==> src/timer8_map.vh <==
// Constants for the 8-bit timer with two compare units
`ifndef TIMER8_MAP_VH
`define TIMER8_MAP_VH

`define T8_WIDTH          8
`define T8_BOTTOM         8'h00
`define T8_MAX            8'hFF
`define T8_COUNT_RESET    8'h00
`define T8_OCR_RESET      8'h00

`define T8_CS_STOP        3'h0
`define T8_CS_DIV1        3'h1
`define T8_CS_DIV8        3'h2
`define T8_CS_DIV64       3'h3
`define T8_CS_DIV256      3'h4
`define T8_CS_DIV1024     3'h5
`define T8_CS_EXT_FALL    3'h6
`define T8_CS_EXT_RISE    3'h7

`define T8_PRE_WIDTH      10
`define T8_PRE_DIV8       10'h007
`define T8_PRE_DIV64      10'h03F
`define T8_PRE_DIV256     10'h0FF
`define T8_PRE_DIV1024    10'h3FF

`define T8_WGM_NORMAL     3'h0
`define T8_WGM_PC_MAX     3'h1
`define T8_WGM_CTC        3'h2
`define T8_WGM_FAST_MAX   3'h3
`define T8_WGM_PC_OCRA    3'h5
`define T8_WGM_FAST_OCRA  3'h7

`define T8_COM_NONE       2'h0
`define T8_COM_TOGGLE     2'h1
`define T8_COM_CLEAR      2'h2
`define T8_COM_SET        2'h3

`define T8_FLAG_OVF       0
`define T8_FLAG_CMPA      1
`define T8_FLAG_CMPB      2
`define T8_FLAG_WIDTH     3

`endif

==> src/timer8_compare_pwm.v <==
// 8-bit timer/counter with two output compare units and PWM
//
// Summary of operation
// - Count and both compare values are 8-bit
// - Each request flagged and individually masked
// - Tick from prescaler or external pin edge
// - Clock select zero stops the counter
// - Bottom 0x00, max 0xFF, top per mode
// - Each tick clears, increments or decrements count
// - Count value readable and writable any time
// - Processor count write beats clear or count
// - Three-bit waveform mode split across two registers
// - Overflow flag set per mode, gated request
// - Equality sets compare flag at next tick
// - Enabled compare flag raises compare request
// - Flag cleared by service or writing one
// - Outputs from match, mode, output mode, extremes
// - Compare values buffered only in PWM modes
// - Buffered value copied only at top/bottom
// - Accesses reach buffer or active register
// - Force strobe acts like match in non-PWM modes only, no flag
// - Count write blocks matches for next tick
// - Normal mode wraps, overflow when count becomes zero
// - Mode 2 clears count on compare A match
// - Fast PWM top 0xFF (3) or compare A (7)
// - Output mode zero takes no output action
`timescale 1ns/1ps
`default_nettype none
`include "timer8_map.vh"

module timer8_compare_pwm (
  input  wire                     clk_sys_i,
  input  wire                     rst_b_i,
  input  wire [2:0]               clock_select_field_i,
  input  wire                     waveform_mode_bit0_i,
  input  wire                     waveform_mode_bit1_i,
  input  wire                     waveform_mode_bit2_i,
  input  wire [1:0]               compare_output_mode_a_i,
  input  wire [1:0]               compare_output_mode_b_i,
  input  wire                     force_compare_bit_a_i,
  input  wire                     force_compare_bit_b_i,
  input  wire                     external_count_pin_i,
  input  wire                     count_value_we_i,
  input  wire [`T8_WIDTH-1:0]     count_value_wdata_i,
  input  wire                     compare_value_a_we_i,
  input  wire [`T8_WIDTH-1:0]     compare_value_a_wdata_i,
  input  wire                     compare_value_b_we_i,
  input  wire [`T8_WIDTH-1:0]     compare_value_b_wdata_i,
  input  wire [`T8_FLAG_WIDTH-1:0] timer_mask_register_i,
  input  wire                     timer_flag_register_we_i,
  input  wire [`T8_FLAG_WIDTH-1:0] timer_flag_register_wdata_i,
  input  wire [`T8_FLAG_WIDTH-1:0] irq_serviced_i,
  output wire [`T8_WIDTH-1:0]     count_value_o,
  output wire [`T8_WIDTH-1:0]     compare_value_a_o,
  output wire [`T8_WIDTH-1:0]     compare_value_b_o,
  output wire [`T8_FLAG_WIDTH-1:0] timer_flag_register_o,
  output wire                     overflow_irq_o,
  output wire                     compare_a_irq_o,
  output wire                     compare_b_irq_o,
  output wire                     compare_out_a_o,
  output wire                     compare_out_b_o,
  output wire                     timer_tick_o
);

  wire [2:0]                waveform_mode_field;
  wire                      timer_tick;
  wire                      mode_fast;
  wire                      mode_phase;
  wire                      mode_pwm;
  wire                      mode_ctc;
  wire                      top_is_ocra;
  wire [`T8_WIDTH-1:0]      top_value;
  wire                      at_top;
  wire                      at_bottom;
  wire                      at_max;
  wire                      advance;
  wire                      buf_load;
  wire [1:0]                cmp_match;
  wire [1:0]                cmp_hit;
  wire [1:0]                force_strobe;
  wire [1:0]                ocr_we;
  wire [2*`T8_WIDTH-1:0]    ocr_wdata;
  wire [3:0]                com_modes;
  wire [`T8_FLAG_WIDTH-1:0] flag_set;
  wire [`T8_FLAG_WIDTH-1:0] flag_clr;

  reg  [`T8_WIDTH-1:0]      count_r;
  reg  [`T8_WIDTH-1:0]      count_nxt;
  reg                       dir_down_r;
  reg                       dir_down_nxt;
  reg                       ovf_event;
  reg                       block_r;
  reg  [`T8_FLAG_WIDTH-1:0] flag_r;
  reg  [`T8_WIDTH-1:0]      ocr_act_r [0:1];
  reg  [`T8_WIDTH-1:0]      ocr_buf_r [0:1];
  reg  [1:0]                oc_r;

  timer8_tick_gen u_tick (
    .clk_sys_i            (clk_sys_i),
    .rst_b_i              (rst_b_i),
    .clock_select_field_i (clock_select_field_i),
    .external_count_pin_i (external_count_pin_i),
    .timer_tick_o         (timer_tick)
  );

  // Mode decode
  assign waveform_mode_field = {waveform_mode_bit2_i, waveform_mode_bit1_i, waveform_mode_bit0_i};
  assign mode_fast   = (waveform_mode_field == `T8_WGM_FAST_MAX) ||
                       (waveform_mode_field == `T8_WGM_FAST_OCRA);
  assign mode_phase  = (waveform_mode_field == `T8_WGM_PC_MAX) ||
                       (waveform_mode_field == `T8_WGM_PC_OCRA);
  assign mode_pwm    = mode_fast | mode_phase;
  assign mode_ctc    = (waveform_mode_field == `T8_WGM_CTC);
  assign top_is_ocra = (waveform_mode_field == `T8_WGM_FAST_OCRA) ||
                       (waveform_mode_field == `T8_WGM_PC_OCRA);

  assign top_value = top_is_ocra ? ocr_act_r[0] : `T8_MAX;
  assign at_top    = (count_r == top_value);
  assign at_bottom = (count_r == `T8_BOTTOM);
  assign at_max    = (count_r == `T8_MAX);
  // A tick that no count write overrides
  assign advance   = timer_tick & ~count_value_we_i;

  // Counter next state
  always @* begin
    count_nxt    = count_r;
    dir_down_nxt = dir_down_r;
    if (count_value_we_i) begin
      count_nxt    = count_value_wdata_i;
    end else if (timer_tick) begin
      // Phase correct turns at top and at bottom
      if (mode_phase) begin
        if (!dir_down_r) begin
          if (at_top) begin
            dir_down_nxt = 1'b1;
            count_nxt    = at_bottom ? count_r : count_r - 8'h01;
          end else begin
            count_nxt    = count_r + 8'h01;
          end
        end else begin
          if (at_bottom) begin
            dir_down_nxt = 1'b0;
            count_nxt    = at_top ? count_r : count_r + 8'h01;
          end else begin
            count_nxt    = count_r - 8'h01;
          end
        end
      end else if (mode_fast) begin
        count_nxt = at_top ? `T8_BOTTOM : count_r + 8'h01;
      end else if (mode_ctc) begin
        count_nxt = (count_r == ocr_act_r[0]) ? `T8_BOTTOM : count_r + 8'h01;
      end else begin
        count_nxt = count_r + 8'h01;
      end
    end
  end

  // Overflow point depends on mode
  always @* begin
    ovf_event = 1'b0;
    if (advance) begin
      if (mode_phase) begin
        ovf_event = dir_down_r & at_bottom;
      end else if (mode_fast) begin
        ovf_event = at_top;
      end else begin
        ovf_event = at_max;
      end
    end
  end

  // Buffered compare values load at bottom (fast) or top (phase correct)
  assign buf_load = advance & at_top &
                    (mode_fast | (mode_phase & ~dir_down_r));

  always @(posedge clk_sys_i or negedge rst_b_i) begin
    if (!rst_b_i) begin
      count_r    <= `T8_COUNT_RESET;
      dir_down_r <= 1'b0;
      block_r    <= 1'b0;
    end else begin
      count_r    <= count_nxt;
      dir_down_r <= mode_phase ? dir_down_nxt : 1'b0;
      // Blocks matches up to the next tick, also while stopped
      if (count_value_we_i) begin
        block_r <= 1'b1;
      end else if (timer_tick) begin
        block_r <= 1'b0;
      end
    end
  end

  assign ocr_we    = {compare_value_b_we_i, compare_value_a_we_i};
  assign ocr_wdata = {compare_value_b_wdata_i, compare_value_a_wdata_i};
  assign com_modes = {compare_output_mode_b_i, compare_output_mode_a_i};
  assign force_strobe = {force_compare_bit_b_i, force_compare_bit_a_i};

  // Per compare unit: registers, match and waveform
  genvar gi;
  generate
    for (gi = 0; gi < 2; gi = gi + 1) begin : g_cmp
      wire [1:0] com;
      reg        oc_nxt;
      assign com = com_modes[2*gi+1:2*gi];
      assign cmp_match[gi] = (count_r == ocr_act_r[gi]);
      // Match is acted on at the tick after equality, unless blocked
      assign cmp_hit[gi] = advance & cmp_match[gi] & ~block_r;

      always @* begin
        oc_nxt = oc_r[gi];
        if (mode_fast) begin
          if (cmp_hit[gi]) begin
            case (com)
              `T8_COM_TOGGLE: oc_nxt = (gi == 0 && top_is_ocra) ? ~oc_r[gi] : oc_r[gi];
              `T8_COM_CLEAR:  oc_nxt = 1'b0;
              `T8_COM_SET:    oc_nxt = 1'b1;
              default:        oc_nxt = oc_r[gi];
            endcase
          end else if (advance & at_top) begin
            // Restore at bottom; max/top compare keeps output steady
            case (com)
              `T8_COM_CLEAR: oc_nxt = 1'b1;
              `T8_COM_SET:   oc_nxt = 1'b0;
              default:       oc_nxt = oc_r[gi];
            endcase
          end
        end else if (mode_phase) begin
          if (cmp_hit[gi]) begin
            case (com)
              `T8_COM_TOGGLE: oc_nxt = (gi == 0 && top_is_ocra) ? ~oc_r[gi] : oc_r[gi];
              `T8_COM_CLEAR:  oc_nxt = dir_down_r;
              `T8_COM_SET:    oc_nxt = ~dir_down_r;
              default:        oc_nxt = oc_r[gi];
            endcase
          end
        end else if (cmp_hit[gi] | force_strobe[gi]) begin
          case (com)
            `T8_COM_TOGGLE: oc_nxt = ~oc_r[gi];
            `T8_COM_CLEAR:  oc_nxt = 1'b0;
            `T8_COM_SET:    oc_nxt = 1'b1;
            default:        oc_nxt = oc_r[gi];
          endcase
        end
      end

      always @(posedge clk_sys_i or negedge rst_b_i) begin
        if (!rst_b_i) begin
          ocr_act_r[gi] <= `T8_OCR_RESET;
          ocr_buf_r[gi] <= `T8_OCR_RESET;
          oc_r[gi]      <= 1'b0;
        end else begin
          oc_r[gi] <= oc_nxt;
          if (ocr_we[gi]) begin
            ocr_buf_r[gi] <= ocr_wdata[gi*`T8_WIDTH +: `T8_WIDTH];
          end
          // Unbuffered modes write straight through to the active value
          if (ocr_we[gi] & ~mode_pwm) begin
            ocr_act_r[gi] <= ocr_wdata[gi*`T8_WIDTH +: `T8_WIDTH];
          end else if (buf_load) begin
            ocr_act_r[gi] <= ocr_we[gi] ? ocr_wdata[gi*`T8_WIDTH +: `T8_WIDTH] : ocr_buf_r[gi];
          end
        end
      end
    end
  endgenerate

  // Flags: hardware set wins over any clear in the same cycle
  assign flag_set[`T8_FLAG_OVF]  = ovf_event;
  assign flag_set[`T8_FLAG_CMPA] = cmp_hit[0];
  assign flag_set[`T8_FLAG_CMPB] = cmp_hit[1];
  // Cleared by the serviced pulse or by writing a one
  assign flag_clr = irq_serviced_i |
                    (timer_flag_register_we_i ? timer_flag_register_wdata_i : {`T8_FLAG_WIDTH{1'b0}});

  always @(posedge clk_sys_i or negedge rst_b_i) begin
    if (!rst_b_i) begin
      flag_r <= {`T8_FLAG_WIDTH{1'b0}};
    end else begin
      flag_r <= flag_set | (flag_r & ~flag_clr);
    end
  end

  assign timer_flag_register_o = flag_r;
  // Each request is its flag gated by its own mask bit
  assign overflow_irq_o  = flag_r[`T8_FLAG_OVF]  & timer_mask_register_i[`T8_FLAG_OVF];
  assign compare_a_irq_o = flag_r[`T8_FLAG_CMPA] & timer_mask_register_i[`T8_FLAG_CMPA];
  assign compare_b_irq_o = flag_r[`T8_FLAG_CMPB] & timer_mask_register_i[`T8_FLAG_CMPB];

  assign count_value_o     = count_r;
  // Compare reads see the buffer while buffering is on
  assign compare_value_a_o = mode_pwm ? ocr_buf_r[0] : ocr_act_r[0];
  assign compare_value_b_o = mode_pwm ? ocr_buf_r[1] : ocr_act_r[1];
  assign compare_out_a_o   = oc_r[0];
  assign compare_out_b_o   = oc_r[1];
  assign timer_tick_o      = timer_tick;

endmodule // timer8_compare_pwm
`default_nettype wire

==> src/timer8_tick_gen.v <==
// Timer tick source: prescaler taps and synchronised external count pin
`timescale 1ns/1ps
`default_nettype none
`include "timer8_map.vh"

module timer8_tick_gen (
  input  wire       clk_sys_i,
  input  wire       rst_b_i,
  input  wire [2:0] clock_select_field_i,
  input  wire       external_count_pin_i,
  output reg        timer_tick_o
);

  reg  [`T8_PRE_WIDTH-1:0] pre_cnt_r;
  reg                      ext_meta_r;
  reg                      ext_sync_r;
  reg                      ext_prev_r;
  wire                     ext_rise;
  wire                     ext_fall;

  always @(posedge clk_sys_i or negedge rst_b_i) begin
    if (!rst_b_i) begin
      pre_cnt_r  <= {`T8_PRE_WIDTH{1'b0}};
      ext_meta_r <= 1'b0;
      ext_sync_r <= 1'b0;
      ext_prev_r <= 1'b0;
    end else begin
      pre_cnt_r  <= pre_cnt_r + {{(`T8_PRE_WIDTH-1){1'b0}}, 1'b1};
      ext_meta_r <= external_count_pin_i;
      ext_sync_r <= ext_meta_r;
      ext_prev_r <= ext_sync_r;
    end
  end

  // Edge detect reads only the second and third stages
  assign ext_rise = ext_sync_r & ~ext_prev_r;
  assign ext_fall = ~ext_sync_r & ext_prev_r;

  always @* begin
    case (clock_select_field_i)
      `T8_CS_STOP:     timer_tick_o = 1'b0;
      `T8_CS_DIV1:     timer_tick_o = 1'b1;
      `T8_CS_DIV8:     timer_tick_o = ((pre_cnt_r & `T8_PRE_DIV8) == `T8_PRE_DIV8);
      `T8_CS_DIV64:    timer_tick_o = ((pre_cnt_r & `T8_PRE_DIV64) == `T8_PRE_DIV64);
      `T8_CS_DIV256:   timer_tick_o = ((pre_cnt_r & `T8_PRE_DIV256) == `T8_PRE_DIV256);
      `T8_CS_DIV1024:  timer_tick_o = (pre_cnt_r == `T8_PRE_DIV1024);
      `T8_CS_EXT_FALL: timer_tick_o = ext_fall;
      `T8_CS_EXT_RISE: timer_tick_o = ext_rise;
      default:         timer_tick_o = 1'b0;
    endcase
  end

endmodule // timer8_tick_gen
`default_nettype wire

==> config.mk <==
export PLATFORM = sky130hd
export DESIGN_NAME = timer8_compare_pwm
export DESIGN_NICKNAME = d
export VERILOG_FILES = /design/src/timer8_compare_pwm.v /design/src/timer8_tick_gen.v
export VERILOG_INCLUDE_DIRS = /design/src
export SDC_FILE = /design/constraint.sdc
export NUM_CORES = 1
export LEC_CHECK = 0
export BUFFER_PORTS_ARGS = -buffer_cell sky130_fd_sc_hd__buf_4
export CAP_MARGIN = 20
export CORE_MARGIN = 2
export CORE_UTILIZATION = 25
export CTS_CLUSTER_DIAMETER = 80
export DETAILED_ROUTE_END_ITERATION = 8
export SETUP_SLACK_MARGIN = 0.02
export SLEW_MARGIN = 20
export SYNTH_ARGS = -nofsm -noshare
export SYNTH_HDL_FRONTEND = slang
export SYNTH_HIERARCHICAL = 1
export SYNTH_SLANG_ARGS = --single-unit
==> constraint.sdc <==
create_clock -name clk_sys_i -period 3.45 [get_ports clk_sys_i]
set_clock_uncertainty 0.2 [all_clocks]
set_input_delay 0 -clock clk_sys_i [delete_from_list [all_inputs] [get_ports clk_sys_i]]
set_output_delay 0 -clock clk_sys_i [all_outputs]
set_load 0.005 [all_outputs]
Word level (Yosys, flattened, before mapping)
Index checks and enable logic that the tools add are counted.

Add/subtract/negate cells: 3. $mul: 0. Div/mod/pow operators: 0. Order comparisons: 0. Eq/ne operators: 36. Shifts and indexed selects: 0. Mux-type cells: 55. Bitwise operators: 32. Reduce and logical (&&, ||, !) cells: 16.

Operators with widths (number): $mux W8 (21); $eq A8 B8 Y1 (3); $mux W1 (24); $eq A3 B3 Y1 const B (7); $and A1 B1 Y1 (16); $eq A8 B8 Y1 const B (2); $eq A3 B2 Y1 const B (4); $ne A3 B1 Y1 const B (4); $pmux W1 S3 (4); $reduce_bool A3 Y1 (4); $add A10 B1 Y10 const B (1); $eq A10 B10 Y1 const B (1); $add A8 B1 Y8 const B (1); $eq A2 B2 Y1 const B (4); $logic_not A8 Y1 (1); $not A1 Y1 (8); $pmux W1 S2 (4); $pmux W1 S8 (1); $sub A8 B1 Y8 const B (1); $eq A3 B1 Y1 const B (2); $eq A6 B6 Y1 const B (1); $ne A3 B2 Y1 const B (2); $or A3 B3 Y3 (2); $reduce_and A6 Y1 (1); 14 further kinds (23).

Flip-flop bits (word level): 60. Bits in latches: 0. Memory bits (writable): 0. Memory bits (read-only): 0. Bits of input ports: 52. Word-level logic and storage cells: 156. Memories kept: 0.

Longest topological paths before layout
Gate-level depths: netlist (run 1).

Depth in word-level cells: 10. Depth in mapped cells: 13. Depth with buffers taken out: 13.

By module
Netlist (run 1), hierarchy kept.

Modules (own cells, without submodules): timer8_compare_pwm (times used 1, cells an instance 323, area an instance 3070.4 µm², seq. area each 1176.1 µm²); timer8_tick_gen (times used 1, cells an instance 45, area an instance 556.8 µm², seq. area each 325.3 µm²).

Worst setup path before layout (run 1)
No wires, ideal clock.

Path type: register -> register. Start point: reg u_tick.pre_cnt_r[0]. End point: reg oc_r[1], in the netlist compare_out_b_o. Setup time: 0.131 ns. Data arrival time: 2.460 ns. Slack: 0.659 ns. Cell stages (with the launch flop): 14. Path buffers: 0. Path through: dfrtp_1 > ha_1 > and4_4 > a21oi_1 > o21ai_1 > o211a_1 > nand2b_1 > nor2_1 > nand4_1 > nor4_1 > xnor2_1 > nor2_1 > a221oi_1 > o31ai_1.

Longest elaborated chain between the ends: 8. Elaborated cells on any way between the ends: 16. Those cells by class: eq/ne (6); mux (3); bitwise (5); reduce/logical (2).

RTL lines: start, declared (RTL line timer8_tick_gen.v:14) `` reg [`T8_PRE_WIDTH-1:0] pre_cnt_r; ``; start signal, assigned (RTL line timer8_tick_gen.v:23) `` pre_cnt_r <= {`T8_PRE_WIDTH{1'b0}}; ``; start signal, assigned (RTL line timer8_tick_gen.v:28) `` pre_cnt_r <= pre_cnt_r + {{(`T8_PRE_WIDTH-1){1'b0}}, 1'b1}; ``; $eq A10 B10 Y1 (no source line), or another cell as far along; $pmux W1 S8 (*) (RTL line timer8_tick_gen.v:40) `case (clock_select_field_i)`; via timer_tick_o (RTL line timer8_compare_pwm.v:62) `output wire timer_tick_o`; $and A1 B1 Y1 (*) (RTL line timer8_compare_pwm.v:122) `assign advance = timer_tick & ~count_value_we_i;`; $and A1 B1 Y1 (2 in a row) (RTL line timer8_compare_pwm.v:207) `assign cmp_hit[gi] = advance & cmp_match[gi] & ~block_r;`; $or A1 B1 Y1 (RTL line timer8_compare_pwm.v:236) `end else if (cmp_hit[gi] | force_strobe[gi]) begin`; $reduce_bool A3 Y1 (no source line); $reduce_and A6 Y1 (no source line); end signal, assigned by index (RTL line timer8_compare_pwm.v:252) `oc_r[gi] <= oc_nxt;`; end, declared (RTL line timer8_compare_pwm.v:96) `reg [1:0] oc_r;`.

The timed path passes the listed nets; every way through them passes the cells marked *. A chain may end at the register's enable or synchronous reset.

Worst setup path in the final report (run 1)
Start point: reg count_r[2], in the netlist count_value_o[2]. End point: reg oc_r[0], in the netlist compare_out_a_o.

Longest elaborated chain between the ends: 6. Elaborated cells on any way between the ends: 13. Those cells by class: eq/ne (5); mux (2); bitwise (4); reduce/logical (2).

RTL lines: start, declared (RTL line timer8_compare_pwm.v:87) `` reg [`T8_WIDTH-1:0] count_r; ``; start signal, assigned (RTL line timer8_compare_pwm.v:178) `` count_r <= `T8_COUNT_RESET; ``; start signal, assigned (RTL line timer8_compare_pwm.v:182) `count_r <= count_nxt;`; $eq A8 B8 Y1 (RTL line timer8_compare_pwm.v:205) `assign cmp_match[gi] = (count_r == ocr_act_r[gi]);`; $and A1 B1 Y1 (2 in a row) (RTL line timer8_compare_pwm.v:207); $or A1 B1 Y1 (RTL line timer8_compare_pwm.v:236); $reduce_bool A3 Y1 (no source line); $reduce_and A5 Y1 (no source line).

Several ways; a longest one is shown, not always the timed one.

==> results of run 1 <==
-- cell type report --
| type | instances | share of cell area [%] |
|---|---|---|
| Clock buffer | 11 | 4.635 |
| Inverter | 14 | 0.9637 |
| Sequential cell | 60 | 27.54 |
| Multi-Input combinational cell | 277 | 36.90 |
| Clock inverter | 4 | 1.331 |
| Tap cell | 184 | 4.222 |
| Timing Repair Buffer | 155 | 24.41 |
-- worst min-delay path, stage by stage --
cell and delay [ns]:
buf_4 0.12, nand2_1 0.08, o211a_4 0.21, o21ai_0 0.09
-- layout by cell type (no fill, tap or decap), types with 5 or more instances in the layout --
cell and n:
xnor2_1 18, a21oi_1 16, o21ai_0 19, nand2b_1 8, nand2_1 33, mux2_2 31
dfrtp_1 60, nand3_1 17, inv_1 11, o22ai_1 5, clkbuf_16 9, nand3b_1 6
nor3_1 10, mux2i_1 5, nor2_1 22, buf_4 88, xor2_1 6, mux2_1 8
dlygate4sd3_1 67
-- cell usage after synthesis (3+ instances only) --
cell type and count:
buf_2 4, a21oi_1 17, dfrtp_1 60, clkbuf_1 9, o211ai_1 3, o22ai_1 5
nand2b_1 9, nand2_1 33, a211oi_1 3, nor2_1 22, and2_1 4, o21ai_0 19
o2111ai_1 4, nand3_1 17, a31oi_1 3, xnor2_1 18, nor3_1 11, mux2i_1 5
inv_1 11, xor2_1 6, ha_1 4, mux2_1 8, mux2_2 31, nand3b_1 6
nand4_1 3, a22oi_1 4
-- cell families after synthesis --
logic type | count (synthesis) | share of synthesized area (%)
xor+xnor | 24 | 5.795
flops | 60 | 41.39
compound gates | 80 | 15.32
buf+inv | 31 | 3.657
simple gates | 123 | 18.14
mux | 46 | 14.32
fa+ha+maj | 4 | 1.380
-- state kept, by name, indices dropped and copies added, names as in the netlist --
register	count
u_tick/ext_sync_r	1
compare_out_a_o	1
compare_out_b_o	1
block_r	1
timer_flag_register_o	3
u_tick/ext_meta_r	1
ocr_buf_r	16
u_tick/ext_prev_r	1
u_tick/pre_cnt_r	10
dir_down_r	1
ocr_act_r	16
count_value_o	8
-- power by group --
| part | switching, µW | leakage [µW] | internal (µW) | total (µW) |
|---|---|---|---|---|
| registers | 108 | 0.000716 | 782 | 889 |
| logic | 273 | 0.00148 | 354 | 627 |
| clock network | 316 | 0.000158 | 665 | 981 |
-- metrics by stage --
stage | hold WS, ns | cells | cell area (µm²) | util, % | setup WS [ns]
2_1_floorplan | -0.4956 | 368 | 3627 | - | 0.6586
3_3_place_gp | -0.08232 | 623 | 4438 | 30.89 | 0.5817
3_5_place_dp | -0.07980 | 623 | 4438 | 30.89 | 0.4155
4_1_cts | 0.01079 | 704 | 5424 | 37.75 | 0.09630
5_1_grt | 0.04357 | 705 | 5453 | 37.95 | -0.02313
6_report | 0.02049 | 705 | 5453 | 37.95 | 0.1537
-- final timing paths --
| path | start | endpoint | slack, ns | depth (start not counted) |
|---|---|---|---|---|
| setup / recovery | count_value_o[2]$_DFFE_PN0P_ | compare_out_a_o$_DFFE_PN0P_ | 0.15 | 9 |
| hold reg to reg | u_tick/ext_meta_r$_DFF_PN0_ | u_tick/ext_sync_r$_DFF_PN0_ | 0.15 | 0 |
| min in group asynchronous | rst_b_i | count_value_o[7]$_DFFE_PN0P_ | 0.07 | 2 |
| setup reg to reg | count_value_o[2]$_DFFE_PN0P_ | compare_out_a_o$_DFFE_PN0P_ | 0.15 | 9 |
| max in group asynchronous | rst_b_i | count_value_o[0]$_DFFE_PN0P_ | 2.44 | 2 |
| hold / removal | clock_select_field_i[2] | block_r$_DFFE_PN0P_ | 0.02 | 4 |
-- layer usage --
| layer | share of wire, % | vias up | global-route usage (%) | wire, µm |
|---|---|---|---|---|
| met5 | 0 | - | 0 | 0 |
| met4 | 2.0 | 0 | 5.486 | 216 |
| met3 | 5.0 | 17 | 2.921 | 545 |
| met2 | 48 | 109 | 23.50 | 5204 |
| met1 | 45 | 1641 | 18.55 | 4856 |
| li1 | - | 1630 | - | - |
-- repair_timing --
action | CTS | global route
gates resized for setup | 0 | 4
endpoints found under the hold margin | 107 | 1
setup endpoints to repair | 0 | 5
hold buffers | 66 | 1
==> impl_metrics.prom, run 1 <==
# TYPE chip_impl_metric gauge
chip_impl_info{name="worstPathCellList",value="inv_1, a22o_1, nor4b_4, o21ai_2, nor3_1, a21o_1, o211ai_1, dlygate4sd3_1, o21a_1"} 1
chip_impl_metric{name="io-pin-count",unit=""} 85
chip_impl_metric{name="required_time_of_the_worst_setup_path",unit="ns"} 3.47
chip_impl_info{name="cts_tree",value="done"} 1
chip_impl_info{name="synth.top_cells.by_area",value="dfrtp_1 (41%), mux2_2 (9.6%), xnor2_1 (4.3%)"} 1
chip_impl_metric{name="placementRows",unit=""} 44
chip_impl_metric{name="drtAntennaViolNets",unit=""} 0
chip_impl_metric{name="slew_headroom",unit="%"} 48.46
chip_impl_metric{name="firstDrtPassIters",unit=""} 5
chip_impl_metric{name="die_width",unit="µm"} 124.5
chip_impl_metric{name="max_freq",unit="GHz"} 0.3034
chip_impl_metric{name="synthesis.nets",unit=""} 424
chip_impl_metric{name="final_min_period_over_clock_period",unit="%"} 95.55
chip_impl_metric{name="gp_congestion",unit=""} 0.8561
chip_impl_info{name="timing.critical_path.to_type",value="register"} 1
chip_impl_info{name="start_kind",value="register"} 1
chip_impl_metric{name="fraction_of_layout_cells_with_a_size_suffix_above_1",unit="%"} 29.75
chip_impl_info{name="critical_path_class",value="reg2reg"} 1
chip_impl_info{name="rsz0062_at_grt",value="true"} 1
chip_impl_metric{name="wl",unit="mm"} 10.82
chip_impl_metric{name="post_synth_num_cell_types",unit=""} 63
chip_impl_metric{name="regArea",unit="µm²"} 1501
chip_impl_metric{name="grt_pass1_vias",unit=""} 3390
chip_impl_metric{name="synth.cell_area",unit="µm²"} 3627
chip_impl_metric{name="pin_count_of_the_biggest_net_entering_global_routing",unit=""} 61
chip_impl_info{name="timing.hold.worst.class",value="in2reg"} 1
chip_impl_metric{name="cellPowerDensity",unit="nW/µm²"} 458.1
chip_impl_metric{name="arrival",unit="ns"} 3.32
chip_impl_metric{name="cts.path.max_buffers",unit=""} 2
chip_impl_metric{name="netlist_instances",unit=""} 368
chip_impl_metric{name="seq_area_frac_synth",unit="%"} 41.39
chip_impl_metric{name="syn_to_final_growth",unit="%"} 50.33
chip_impl_metric{name="fin_total_pwr",unit="µW"} 2498
chip_impl_metric{name="crit_buf_inv",unit=""} 2
chip_impl_metric{name="slowest_delay",unit="ns"} 0.58
chip_impl_metric{name="multiInputGateArea",unit="µm²"} 2012
chip_impl_metric{name="p_leak",unit="µW"} 0.002353
chip_impl_metric{name="critical_path_peak_fanout",unit=""} 12
chip_impl_metric{name="wire_length_of_the_first_global_routing_pass",unit="mm"} 17.87
chip_impl_metric{name="timing.setup.tns",unit="ns"} 0
chip_impl_metric{name="cts_buffers",unit=""} 9
chip_impl_metric{name="timing.final.max_slew_violations",unit=""} 0
chip_impl_metric{name="design.final.nets",unit=""} 573
chip_impl_metric{name="initial_core_util",unit="%"} 25.24
chip_impl_metric{name="maxCapViolCount",unit=""} 0
chip_impl_metric{name="global_route.overflow_total",unit=""} 0
chip_impl_metric{name="cts_sinks",unit=""} 60
chip_impl_info{name="outcome",value="completed"} 1
chip_impl_metric{name="setup-violations-final",unit=""} 0
chip_impl_metric{name="core-area",unit="µm²"} 14370
chip_impl_info{name="synth-main-ff-cell",value="dfrtp_1"} 1
chip_impl_metric{name="port-buffer-count",unit=""} 84
chip_impl_metric{name="postSynthAreaPerCell",unit="µm²"} 9.857
chip_impl_metric{name="drc",unit=""} 0
chip_impl_metric{name="ys_async_sr_fraction",unit="%"} 100.0
chip_impl_metric{name="insertedDiodeCount",unit=""} 0
chip_impl_metric{name="synth.yosys.warnings",unit=""} 6
chip_impl_metric{name="number_of_antenna_violations_at_the_first_check_in_global_routing",unit=""} 0
chip_impl_metric{name="synth-edff-count",unit=""} 0
chip_impl_metric{name="layout.filler_cells",unit=""} 1441
chip_impl_metric{name="chipHeight",unit="µm"} 124.5
chip_impl_metric{name="post_cts_setup_repair_bufs",unit=""} 0
chip_impl_metric{name="vdd.ir_drop.worst",unit="µV"} 236.1
chip_impl_info{name="yosys.area.top_type",value="dfrtp_1"} 1
chip_impl_metric{name="cts_htree_levels",unit=""} 3
chip_impl_metric{name="groute.usage.overall",unit="%"} 14.31
chip_impl_info{name="critPathTopFamily",value="compound AO/OA/AOI/OAI gates"} 1
chip_impl_metric{name="synth.top_cell.area_share",unit="%"} 41.39
chip_impl_info{name="crit_path_top_delay_cell",value="dfrtp_1"} 1
chip_impl_metric{name="actual_transition_at_the_worst_max_transition_pin",unit="ns"} 0.7731
chip_impl_metric{name="source_to_sink_clock_delay_at_the_later_pin_of_the_worst_skew_pair",unit="ns"} 0.33
chip_impl_info{name="clock_root_buffer_master",value="clkbuf_16"} 1
chip_impl_metric{name="post_drt_via_cell_ratio",unit=""} 4.818
chip_impl_metric{name="report.final.hold_viol_count",unit=""} 0
chip_impl_metric{name="wl_per_cell",unit="µm"} 15.35
chip_impl_metric{name="clk_transition_reported_paths",unit="ns"} 0.05
chip_impl_metric{name="route.vias.total",unit=""} 3397
chip_impl_metric{name="initialDrtViolationCount",unit=""} 165
chip_impl_metric{name="fp.dieArea",unit="µm²"} 15490
chip_impl_metric{name="minimum_period_implied_by_the_final_worst_setup_slack",unit="ns"} 3.296
chip_impl_metric{name="detailedPlacementHpwl",unit="mm"} 7.915
chip_impl_metric{name="synth_seq_cells",unit=""} 60
No activity file was read; power rests on OpenSTA's default activity.
==> inputs of run 2 (changes only) <==
--- a/config.mk
+++ b/config.mk
@@ -6,6 +6,7 @@
 export SDC_FILE = /design/constraint.sdc
 export NUM_CORES = 1
 export LEC_CHECK = 0
+export ABC_AREA = 1
 export BUFFER_PORTS_ARGS = -buffer_cell sky130_fd_sc_hd__buf_4
 export CAP_MARGIN = 20
 export CORE_MARGIN = 2
==> run 2 against run 1 <==
Against the previous run: register-to-register slack improved by 0.12 ns; first-iteration DRC count grew 2.4%; clock power increased by 10%; synthesized area up 3.1%; wire length fell by 2.0%; design area is 0.80% higher; total power is 3.5% higher; utilization is 0.27 points lower; clock-buffer cell count unchanged; critical path depth increased by 9; cell count is 18% higher; largest cell class unchanged; highest routed layer unchanged.
==> impl_metrics.prom, run 2 <==
# TYPE chip_impl_metric gauge
chip_impl_info{name="outcome",value="completed"} 1
chip_impl_metric{name="cts_buffers",unit=""} 9
chip_impl_metric{name="chipHeight",unit="µm"} 126.3
chip_impl_metric{name="post_layout_instance_area",unit="µm²"} 5497
chip_impl_info{name="critical_path_class",value="reg2reg"} 1
chip_impl_metric{name="setup-violations-final",unit=""} 0
chip_impl_metric{name="drtAntennaViolNets",unit=""} 0
chip_impl_metric{name="final_min_period_over_clock_period",unit="%"} 91.99
chip_impl_metric{name="sequentialPowerShare",unit="%"} 33.7
chip_impl_info{name="cts_tree",value="done"} 1
chip_impl_metric{name="insertedDiodeCount",unit=""} 0
chip_impl_metric{name="slowest_delay",unit="ns"} 0.58
chip_impl_metric{name="max_freq",unit="GHz"} 0.3151
chip_impl_metric{name="arrival",unit="ns"} 3.19
chip_impl_metric{name="placementRows",unit=""} 44
chip_impl_info{name="timing.critical_path.to_type",value="register"} 1
chip_impl_metric{name="firstDrtPassIters",unit=""} 5
chip_impl_metric{name="cts.path.max_buffers",unit=""} 2
chip_impl_metric{name="die_width",unit="µm"} 126.3
chip_impl_metric{name="timing.setup.tns",unit="ns"} 0
chip_impl_metric{name="groute.usage.overall",unit="%"} 13.67
chip_impl_metric{name="synth.cell_area",unit="µm²"} 3741
chip_impl_info{name="synth-main-ff-cell",value="dfrtp_1"} 1
chip_impl_info{name="timing.critical_path.mode_cell",value="nand2_1"} 1
chip_impl_metric{name="initialDrtViolationCount",unit=""} 169
chip_impl_metric{name="post_dp_cell_area",unit="µm²"} 4514
chip_impl_metric{name="seq_area_frac_synth",unit="%"} 40.13
chip_impl_metric{name="number_of_antenna_violations_at_the_first_check_in_global_routing",unit=""} 0
chip_impl_metric{name="combinationalPowerShare",unit="%"} 24.6
chip_impl_metric{name="port-buffer-count",unit=""} 84
chip_impl_metric{name="pin_count_of_the_biggest_net_entering_global_routing",unit=""} 61
chip_impl_metric{name="post_synth_num_cell_types",unit=""} 36
chip_impl_metric{name="cellPowerDensity",unit="nW/µm²"} 470.2
chip_impl_metric{name="gp_congestion",unit=""} 0.8571
chip_impl_metric{name="minimum_period_implied_by_the_final_worst_setup_slack",unit="ns"} 3.174
chip_impl_metric{name="io-pin-count",unit=""} 85
chip_impl_metric{name="synth_seq_cells",unit=""} 60
chip_impl_metric{name="report.final.hold_viol_count",unit=""} 0
chip_impl_info{name="yosysMostFrequentCell",value="nand2_1"} 1
chip_impl_metric{name="power.share.switching",unit="%"} 28.92
chip_impl_metric{name="fraction_of_layout_cells_with_a_size_suffix_above_1",unit="%"} 22.22
chip_impl_metric{name="route.vias.total",unit=""} 3677
chip_impl_metric{name="clock_power_share",unit="%"} 41.7
chip_impl_metric{name="netlist_instances",unit=""} 501
chip_impl_info{name="post_synth_most_frequent_cells",value="nand2_1 (157), dfrtp_1 (60), inv_1 (47)"} 1
chip_impl_metric{name="wire_length_of_the_first_global_routing_pass",unit="mm"} 17.59
chip_impl_metric{name="synth-edff-count",unit=""} 0
chip_impl_info{name="timing.critical_path.from",value="u_tick/pre_cnt_r[0]$_DFF_PN0_"} 1
chip_impl_metric{name="layout.filler_cells",unit=""} 1501
chip_impl_metric{name="wl_per_cell",unit="µm"} 12.75
chip_impl_metric{name="detailedPlacementHpwl",unit="mm"} 7.776
chip_impl_info{name="crit_path_top_delay_cell",value="dlygate4sd3_1"} 1
chip_impl_metric{name="cell_internal_pwr",unit="µW"} 1837
chip_impl_info{name="leading_cell_type_in_the_layout_fill_and_taps_excluded",value="nand2_1"} 1
chip_impl_info{name="top_regs",value="ocr_act_r: 16 flops, ocr_buf_r: 16 flops, u_tick/pre_cnt_r: 10 flops"} 1
chip_impl_metric{name="maxCapViolCount",unit=""} 0
chip_impl_metric{name="synth.top_cell.area_share",unit="%"} 40.13
chip_impl_metric{name="p_leak",unit="µW"} 0.002647
chip_impl_metric{name="cts_sinks",unit=""} 60
chip_impl_metric{name="fp.dieArea",unit="µm²"} 15960
chip_impl_info{name="synth.top_cells.by_area",value="dfrtp_1 (40%), nand2_1 (16%), o21ai_0 (5.6%)"} 1
chip_impl_metric{name="synthesis.nets",unit=""} 557
chip_impl_metric{name="cts_htree_levels",unit=""} 3
chip_impl_metric{name="timing.final.max_slew_violations",unit=""} 0
chip_impl_info{name="worst_hold_startpoint",value="compare_value_b_we_i"} 1
chip_impl_metric{name="grt_pass1_vias",unit=""} 3567
chip_impl_metric{name="actual_transition_at_the_worst_max_transition_pin",unit="ns"} 0.7651
chip_impl_info{name="final_cell_mix",value="nand2_1 (156), buf_4 (85), dlygate4sd3_1 (62)"} 1
chip_impl_metric{name="ys_async_sr_fraction",unit="%"} 100.0
chip_impl_metric{name="power.switching",unit="µW"} 747.3
chip_impl_metric{name="global_route.overflow_total",unit=""} 0
chip_impl_info{name="start_kind",value="register"} 1
chip_impl_metric{name="required_time_of_the_worst_setup_path",unit="ns"} 3.46
chip_impl_metric{name="synth.yosys.warnings",unit=""} 6
chip_impl_info{name="worstPathCellList",value="ha_1, ha_1, nand3_1, nand2_1, inv_1, nand2_1, nand2_1, a21oi_2, nand2_2, nor2_1, nand3_1, nor2_1, nand2_1, a21oi_1, o211ai_1, dlygate4sd3_1, nand2_1, o21ai_1"} 1
chip_impl_info{name="timing.rr.start",value="u_tick/pre_cnt_r[0]$_DFF_PN0_"} 1
chip_impl_metric{name="critical_path_peak_fanout",unit=""} 6
chip_impl_metric{name="wl",unit="mm"} 10.61
chip_impl_metric{name="slew_headroom",unit="%"} 49.00
chip_impl_metric{name="postSynthAreaPerCell",unit="µm²"} 7.467
chip_impl_info{name="rsz0062_at_grt",value="false"} 1
chip_impl_metric{name="post_drt_via_cell_ratio",unit=""} 4.419
chip_impl_metric{name="drc",unit=""} 0
chip_impl_info{name="clock_root_buffer_master",value="clkbuf_16"} 1
chip_impl_info{name="timing.hold.worst.class",value="in2reg"} 1
chip_impl_metric{name="design.final.nets",unit=""} 699
chip_impl_metric{name="vdd.ir_drop.worst",unit="µV"} 255.7
chip_impl_metric{name="core-area",unit="µm²"} 14590
chip_impl_metric{name="initial_core_util",unit="%"} 25.64
chip_impl_metric{name="syn_to_final_growth",unit="%"} 46.92
chip_impl_info{name="yosys.area.top_type",value="dfrtp_1"} 1
chip_impl_metric{name="source_to_sink_clock_delay_at_the_later_pin_of_the_worst_skew_pair",unit="ns"} 0.33
chip_impl_metric{name="clk_transition_reported_paths",unit="ns"} 0.05
[run 2: changes by cell type after synthesis, sizes merged, moves of 5 or more]
cell | before | now
xor2 | 6 | 17
inv | 13 | 52
mux2 | 41 | 16
a21oi | 19 | 14
nand3 | 17 | 29
nand2b | 9 | 0
o21ai | 22 | 50
xnor2 | 18 | 6
mux2i | 5 | 0
nand2 | 33 | 165
nor2 | 22 | 49
nor3 | 12 | 4
[run 2: area by class of cell]
class	instances	area, µm²	share of cell area (%)
Sequential cell	60	1501	27.32
Multi-Input combinational cell	373	1952	35.51
Inverter	52	195.2	3.551
Tap cell	184	230.2	4.188
Clock buffer	11	252.7	4.598
Clock inverter	5	106.4	1.935
Timing Repair Buffer	147	1259	22.90
[run 2: repair_timing]
action,in CTS,in global routing
setup buffers,0,0
gates resized for setup,0,1
hold buffers,62,0
setup endpoints to repair,0,1
hold endpoints to repair,107,0
[run 2: logic make-up after synthesis]
group,Yosys count,share of synthesized area (%)
buffers and inverters,68,7.759
and+or+nand+nor,256,29.43
muxes,16,4.816
AOI/OAI and AO/OA,74,11.14
adders and majority gates,4,1.338
xor gates and xnor gates,23,5.385
DFF,60,40.13
[run 2: layer usage]
metal	up-vias	track usage [%]	part of all wire (%)
met5	-	0	0
met4	0	4.202	1.1
met3	9	2.573	4.1
met2	87	21.98	47
met1	1691	18.71	48
li1	1890	-	-
[run 2: critical path: cells and delay by family (launching register included)]
family                   cells  cell delay [ns]
flip-flops                   1             0.38
AND/OR/NAND/NOR             10             0.95
buffers and inverters        2             0.61
adder cells (fa/ha/maj)      2             0.36
AO/OA/AOI/OAI                4             0.55
[run 2: stage by stage]
step	total power [µW]	setup slack (ns)	hold slack (ns)	util (%)	cells
after floorplan	1206	1.107	-0.4956	-	501
after global placement	1441	0.8532	-0.09019	30.94	754
after detailed placement	1442	0.7776	-0.08791	30.94	754
after CTS	2607	0.1955	0.007831	37.66	832
after global routing	2731	0.02497	0.04825	37.68	832
final	2584	0.2765	0.01068	37.68	832
[run 2: final timing paths]
| path | to | slack [ns] | cells after the start |
|---|---|---|---|
| max | compare_out_b_o$_DFFE_PN0P_ | 0.28 | 18 |
| min | ocr_act_r[5]$_DFFE_PN0P_ | 0.01 | 4 |
| max reg2reg | compare_out_b_o$_DFFE_PN0P_ | 0.28 | 18 |
| min reg2reg | u_tick/ext_sync_r$_DFF_PN0_ | 0.15 | 0 |
| max in group asynchronous | count_value_o[6]$_DFFE_PN0P_ | 2.46 | 2 |
| min in group asynchronous | ocr_buf_r[6]$_DFF_PN0_ | 0.08 | 2 |
[run 2: power groups by stage]
stage               logic, µW  clock network [µW]  registers [µW]
floorplan                 376                   0             829
global route              716                1130             883
finish                    635                1080             871
global placement          558                   0             883
detailed placement        559                   0             883
CTS                       639                1100             871
